<file path="config.mk">
export PLATFORM = sky130hd
export DESIGN_NAME = power_up_strap_latch
export DESIGN_NICKNAME = d
export VERILOG_FILES = /design/src/strap_latch_pkg.sv /design/src/power_up_strap_latch.sv /design/src/strap_pin_sync.sv
export VERILOG_INCLUDE_DIRS = /design/src /design/src/src
export SDC_FILE = /design/constraint.sdc
export NUM_CORES = 1
export LEC_CHECK = 0
export ABC_AREA = 1
export CAP_MARGIN = 0
export CORE_MARGIN = 2
export CORE_UTILIZATION = 60
export CTS_BUF_LIST = sky130_fd_sc_hd__clkbuf_8
export CTS_CLUSTER_SIZE = 10
export DETAILED_ROUTE_END_ITERATION = 7
export DONT_BUFFER_PORTS = 1
export PLACE_DENSITY = 0.84
export REMOVE_ABC_BUFFERS = 1
export SKIP_LAST_GASP = 1
export SYNTH_ARGS = -nofsm -noshare
export SYNTH_HDL_FRONTEND = slang
export SYNTH_SLANG_ARGS = --single-unit
export TNS_END_PERCENT = 1
</file>
<file path="constraint.sdc">
create_clock -name clk -period 1.7 [get_ports clk]
set_clock_uncertainty 0.2 [all_clocks]
set_input_delay 0.085 -clock clk [delete_from_list [all_inputs] [get_ports clk]]
set_output_delay 0.085 -clock clk [all_outputs]
set_load 0.02 [all_outputs]
</file>
<file path="src/strap_latch_defs.svh">
`ifndef STRAP_LATCH_DEFS_SVH
`define STRAP_LATCH_DEFS_SVH

// number of dual-purpose strap pins
`define STRAP_PIN_COUNT 5
// clock rate in kHz and selection period in microseconds
`define STRAP_CLK_KHZ 25000
`define STRAP_SELECT_US 2000
// cycles in the selection period, at least the printed time
`define STRAP_SELECT_CYCLES ((`STRAP_SELECT_US * `STRAP_CLK_KHZ + 999) / 1000)
// latched strap reset value before capture
`define STRAP_LATCH_RESET 5'h00
// index of strap bit that enables spread modulation
`define STRAP_SPREAD_BIT 4

`endif

</file>
<file path="src/strap_latch_pkg.sv">
package strap_latch_pkg;

    // power-up sequence, gray coded along the path
    typedef enum logic [1:0] {
        ST_WAIT_SUPPLY = 2'b00,
        ST_SELECT = 2'b01,
        ST_CAPTURE = 2'b11,
        ST_RUN = 2'b10
    } strap_state_t;

endpackage : strap_latch_pkg

</file>
<file path="src/power_up_strap_latch.sv">
`timescale 1ns/1ps
`default_nettype none

`include "strap_latch_defs.svh"

module power_up_strap_latch #(
    parameter int PIN_COUNT = `STRAP_PIN_COUNT,
    parameter int SELECT_CYCLES = `STRAP_SELECT_CYCLES
) (
    input wire logic clk,
    input wire logic rstn,
    input wire logic ce,
    input wire logic supply_ok,
    input wire logic [PIN_COUNT-1:0] strap_pin_in,
    input wire logic [PIN_COUNT-1:0] clock_source,
    input wire logic cpu_pin_mask_unused,
    output logic [PIN_COUNT-1:0] strap_pin_out,
    output logic [PIN_COUNT-1:0] strap_pin_oe,
    output logic [PIN_COUNT-1:0] strap_value,
    output logic strap_valid,
    output logic spread_enable,
    output logic selecting
);
    localparam int CW = $clog2(SELECT_CYCLES + 1);

    // sequence overview, one step per line:
    // - rstn low stands for the supply being absent
    // - while rstn is low every output is forced to zero
    // - all pin drivers are therefore off during power loss
    // - after rstn rises the block waits for supply detect
    // - supply detect is a level from the analog power-on detector
    // - it is asynchronous, so it passes the pin synchroniser
    // - the synchroniser adds roughly four enabled cycles
    // - this delay only lengthens the selection window
    // - a longer window is safe; a shorter one is not
    // - once supply detect is seen, the timer is cleared
    // - the timer then counts select_cycles enabled cycles
    // - pins float for the whole count so straps settle
    // - strap resistors must charge the pin load in that time
    // - the count never stops early, whatever the pins do
    // - after the count the capture state takes one cycle
    // - capture copies the synchronised pin levels into the latch
    // - the valid flag rises in the same cycle as the latch
    // - drivers turn on one cycle after the valid flag
    // - so no driven level can ever be read back as a strap
    // - after capture the machine sits in run for good
    // - a drop of supply detect in run is ignored on purpose
    // - brown-out handling belongs to the reset generator
    // - reloading the straps needs rstn, i.e. a power cycle
    // - clock enable low freezes every flip-flop in the block
    // - the timer counts enabled cycles, not wall-clock time
    // - a caller that gates ce must lengthen the count to match

    // hazards and limits:
    // - pins must hold their level until capture
    // - the synchroniser needs stages two and three to agree
    // - a pin that toggles near capture may latch either level
    // - the clock source is passed through without alignment
    // - the first driven cycle can therefore be short
    // - downstream logic must accept one short first cycle
    // - spread modulation itself lives in the synthesizer
    // - this block only hands over the latched enable bit
    // - frequency select bits leave on strap_value unchanged

    // terminal count of the selection timer; shared by decode
    function automatic logic timer_done(input logic [CW-1:0] value);
        return value == CW'(SELECT_CYCLES - 1);
    endfunction : timer_done

    // gate a per-pin vector: zero until the drivers may run
    function automatic logic [PIN_COUNT-1:0] gate_pins(
        input logic enable,
        input logic [PIN_COUNT-1:0] value
    );
        return enable ? value : '0;
    endfunction : gate_pins

    // spread request taken from its strap bit once valid
    function automatic logic spread_from(
        input logic [PIN_COUNT-1:0] value,
        input logic valid
    );
        return value[`STRAP_SPREAD_BIT] & valid;
    endfunction : spread_from

    strap_latch_pkg::strap_state_t state;
    strap_latch_pkg::strap_state_t next_state;
    logic [CW-1:0] count;
    logic [CW-1:0] next_count;
    logic [PIN_COUNT-1:0] next_strap_value;
    logic next_strap_valid;
    logic [PIN_COUNT-1:0] next_strap_pin_out;
    logic [PIN_COUNT-1:0] next_strap_pin_oe;
    logic next_spread_enable;
    logic next_selecting;
    logic supply_sync;
    logic [PIN_COUNT-1:0] pin_sync;

    // supply detect and strap pins come from outside the clock domain
    strap_pin_sync #(
        .WIDTH(PIN_COUNT + 1)
    ) u_sync (
        .clk(clk),
        .rstn(rstn),
        .ce(ce),
        .async_in({supply_ok, strap_pin_in}),
        .sync_out({supply_sync, pin_sync})
    );

    // power-up sequencing and latch control
    always_comb begin
        next_state = state;
        next_count = count;
        next_strap_value = strap_value;
        next_strap_valid = strap_valid;
        unique case (state)
            strap_latch_pkg::ST_WAIT_SUPPLY: begin
                if (supply_sync) begin
                    next_state = strap_latch_pkg::ST_SELECT;
                    next_count = '0;
                end
            end
            strap_latch_pkg::ST_SELECT: begin
                // pins stay undriven while counting
                // full count runs even if pins look settled early
                if (timer_done(count)) begin
                    next_state = strap_latch_pkg::ST_CAPTURE;
                end else begin
                    next_count = count + CW'(1);
                end
            end
            strap_latch_pkg::ST_CAPTURE: begin
                // pin level taken as is: low reads 0, high reads 1
                next_strap_value = pin_sync;
                next_strap_valid = 1'b1;
                next_state = strap_latch_pkg::ST_RUN;
            end
            strap_latch_pkg::ST_RUN: begin
                // no path out; only power removal (rstn) reloads
                next_state = strap_latch_pkg::ST_RUN;
            end
        endcase
    end

    // pin drivers follow the latch by one cycle so capture precedes driving
    always_comb begin
        next_selecting = (state == strap_latch_pkg::ST_SELECT);
        // drivers keyed off the registered flag, one cycle after latch
        next_strap_pin_oe = gate_pins(strap_valid, {PIN_COUNT{1'b1}});
        // clock passes unaligned; a short first cycle is tolerated
        next_strap_pin_out = gate_pins(strap_valid, clock_source);
        // spread gates modulation in the synthesizer for cpu and pci
        // taken from next values so it rises together with the latch
        next_spread_enable = spread_from(next_strap_value, next_strap_valid);
    end

    // all state and outputs registered here; ce low holds everything
    // reset values are constants only, so power loss clears cleanly
    always_ff @(posedge clk or negedge rstn) begin
        if (!rstn) begin
            state <= strap_latch_pkg::ST_WAIT_SUPPLY;
            count <= '0;
            strap_value <= `STRAP_LATCH_RESET;
            strap_valid <= 1'b0;
            strap_pin_out <= '0;
            strap_pin_oe <= '0;
            spread_enable <= 1'b0;
            selecting <= 1'b0;
        end else if (ce) begin
            state <= next_state;
            count <= next_count;
            strap_value <= next_strap_value;
            strap_valid <= next_strap_valid;
            strap_pin_out <= next_strap_pin_out;
            strap_pin_oe <= next_strap_pin_oe;
            spread_enable <= next_spread_enable;
            selecting <= next_selecting;
        end
    end
endmodule : power_up_strap_latch

`default_nettype wire

</file>
<file path="src/strap_pin_sync.sv">
`timescale 1ns/1ps
`default_nettype none

// three-stage synchroniser; output changes once stages two and three agree
module strap_pin_sync #(
    parameter int WIDTH = 5
) (
    input wire logic clk,
    input wire logic rstn,
    input wire logic ce,
    input wire logic [WIDTH-1:0] async_in,
    output logic [WIDTH-1:0] sync_out
);
    logic [WIDTH-1:0] stage1;
    logic [WIDTH-1:0] stage2;
    logic [WIDTH-1:0] stage3;
    logic [WIDTH-1:0] next_sync_out;

    // a bit takes the new level only when the last two stages match
    always_comb begin
        next_sync_out = sync_out;
        for (int i = 0; i < WIDTH; i++) begin
            if (stage2[i] == stage3[i]) begin
                next_sync_out[i] = stage3[i];
            end
        end
    end

    always_ff @(posedge clk or negedge rstn) begin
        if (!rstn) begin
            stage1 <= '0;
            stage2 <= '0;
            stage3 <= '0;
            sync_out <= '0;
        end else if (ce) begin
            stage1 <= async_in;
            stage2 <= stage1;
            stage3 <= stage2;
            sync_out <= next_sync_out;
        end
    end
endmodule : strap_pin_sync

`default_nettype wire

</file>
==> impl_metrics.ini <==
[outcome]
run_status = finished, final reports clean

[sta]
hold_violations = 0
max_slew_margin = 0.6691
tns_ns = 0
max_freq_mhz = 603.7
worst_pin_slew_ns = 0.4964
fin_crit_sh = 0.9744
setup_viol = 0
slew_violations = 0
fin_ws_ns = 0.04356
rsz0062_at_grt = true
fin_crit_ns = 1.656

[final_layout]
fillCellCount = 297
drive_above_1_share = 0.1056
n_antenna_cell = 0
nNetsFinal = 375
stdcell_count = 412
area_growth_pct = 14.65

[power]
leakage_nw = 1.446
p_total_mw = 2.543
powerDensity_nw_per_um2 = 816.5
vdd_drop_max_v = 0.0004228

[die]
die_width_um = 71.29
ios = 33
dieArea_um2 = 5082
coreArea_um2 = 4354
die_h_um = 71.29
initial_utilization = 0.6239
rows = 24

[grt]
grt_max_degree = 57
antenna_found_initial = 0
overflow = 0
grt_usage = 0.2421
grt_pass1_vias = 2195
grt_first_pass_wirelength_mm = 9.742

[run]
drv_cap = 0

[placement]
hpwl_mm = 3.327
io_buffers = 0
dp_cells = 380
gp_congestion = 0.9333
dpl_worst_slack_ns = 0.04356

[routing]
wl_per_cell_um = 13.33
drc = 0
viasPerCell = 5.367
first_pass_iters = 4
detail-route-antenna-nets = 0
wl_mm = 5.492
first_iter_violations = 151
vias = 2211

[worst_setup_path]
endpoint_kind = register
worstPathArrival_ns = 1.67
cp_cell_sequence = ha_1 -> nand3_2 -> clkinv_2 -> nand3_2 -> nand2_4 -> inv_1 -> nand2_1 -> nand2_1
path_buf_inv = 2
cp_slowest_stage_delay_ns = 0.39
cp.required_ns = 1.72
critPathTopFamily = simple AND/OR/NAND/NOR gates
critPathSlowestCell = dfrtp_1
startpoint_type = register
crit_path_max_fanout = 24
worstSetupPathType = register to register

[yosys]
yosysTopAreaCell = dfrtp_1
syn-cell-area_um2 = 2716
avgSynthCellArea_um2 = 8.182
syn_inst = 332
synthMostInstantiatedCell = nand2_1
synth_top_area_share = 0.5159
synthTopCellsByArea = dfrtp_1, nand2_1, nor2_1, o21ai_0, inv_1
synth_edf_count = 0
synthArstFlopShare = 1.000
ys_ff_latch = 56
yosysSeqAreaShare = 0.5159
synth_common_cells = nand2_1, dfrtp_1, nor2_1, inv_1, o21ai_0
yosysUniqueCellTypes = 27
ys_warn_count = 0
synth_flop_cell = dfrtp_1

[cts]
root_buffer = clkbuf_8
clkTransAtPathRegs_ns = 0.10
h-tree-depth = 2
numClockSinks = 56
clk_latency_ns = 0.32
cts_buffer_depth = 2
cts_made_buffers = 5
cts_tree = built

[worst_hold_path]
hp-class = input pin to asynchronous set/reset pin
[metrics by stage]
stage	area (µm²)	hold WS, ns	utilization
after global routing	3114	0.09440	0.7152
after detailed placement	2764	-0.4095	0.6348
after CTS	3112	0.09322	0.7147
after floorplan	2639	-0.4106	-
final	3114	0.07579	0.7152
after global placement	2764	-0.4095	0.6348
[sequential cells by signal (all words and copies together), names as in the netlist]
signal and cells:
u_sync.stage1 6, u_sync.sync_out 6, selecting 1, strap_pin_oe 1, count 16, strap_valid 1
state 2, spread_enable 1, u_sync.stage2 6, u_sync.stage3 6, strap_pin_out 5, strap_value 5
[area by class of cell]
class,instances,area (µm²),area share
flip-flops and latches,56,1401,0.4500
multi-input cells,231,1112,0.3572
clock buffers,5,68.82,0.02210
inverters,33,125.1,0.04018
repair buffers,32,320.3,0.1029
well taps,52,65.06,0.02089
clock inverters,3,21.27,0.006830
[worst register-to-register path, delay by kind of cell, from the launching register on]
kind / cells / cell delay, ns
and+or+nand+nor: 5 / 0.60
DFF: 1 / 0.39
adders and majority gates: 1 / 0.19
buffers and inverters: 2 / 0.18
[layout by cell type, fill, tap and decap left out, drive strengths merged]
| master | synthesis | layout |
|---|---|---|
| o21bai | 3 | 3 |
| dlymetal6s4s | 0 | 1 |
| o21ai | 40 | 40 |
| inv | 32 | 33 |
| xor2 | 2 | 2 |
| dlygate4sd3 | 0 | 22 |
| a21oi | 1 | 1 |
| or2 | 2 | 2 |
| nor2 | 46 | 46 |
| ha | 1 | 1 |
| o211ai | 7 | 7 |
| nand2 | 102 | 102 |
| clkbuf | 4 | 5 |
| nand4 | 6 | 6 |
| buf | 8 | 9 |
| dfrtp | 56 | 56 |
| clkinv | 1 | 2 |
| clkinvlp | 0 | 1 |
| nand3 | 21 | 21 |
[power breakdown]
group	internal, mW	total (mW)	leakage (nW)	switching [mW]
sequential	1.44	1.54	0.711	0.102
clock	0.293	0.741	0.0445	0.447
combinational	0.114	0.257	0.691	0.144
total	1.85	2.54	1.45	0.693
[layer usage]
layer / GRT usage / routed length [µm] / part of all wire
met1: 0.3147 / 2416 / 0.44
met2: 0.4012 / 2707 / 0.49
met3: 0.05907 / 274 / 0.050
met4: 0.07966 / 93 / 0.017
met5: 0 / 0 / 0
[cell families (layout without fill, tap and decap cells)]
kind of cell	after synthesis	after routing	share of synthesized area
xor gates and xnor gates	2	2	0.006450
AOI/OAI and AO/OA	51	51	0.1128
adders and majority gates	1	1	0.004605
and+or+nand+nor	177	177	0.2856
buffers and inverters	45	73	0.07461
DFF	56	56	0.5159
[final timing paths]
kind / from / end / slack, ns / cells past startpoint
setup reg to reg: count[1] / count[5] / 0.04 / 8
hold reg to reg: u_sync.stage3[5] / u_sync.stage3[5] / 0.33 / 2
max in group asynchronous: rstn / count[9] / 0.98 / 2
min in group clk: ce / state[0] / 0.21 / 2
setup / recovery: count[1] / count[5] / 0.04 / 8
hold / removal: rstn / u_sync.stage3[1] / 0.08 / 2
[repair_timing]
item	4_1_cts	5_1_grt
setup buffers	0	0
endpoints found under the hold margin	93	0
hold buffers	24	0
setup endpoints to repair	0	31
resized for setup	0	1
No activity file was read; power rests on OpenSTA's default activity.
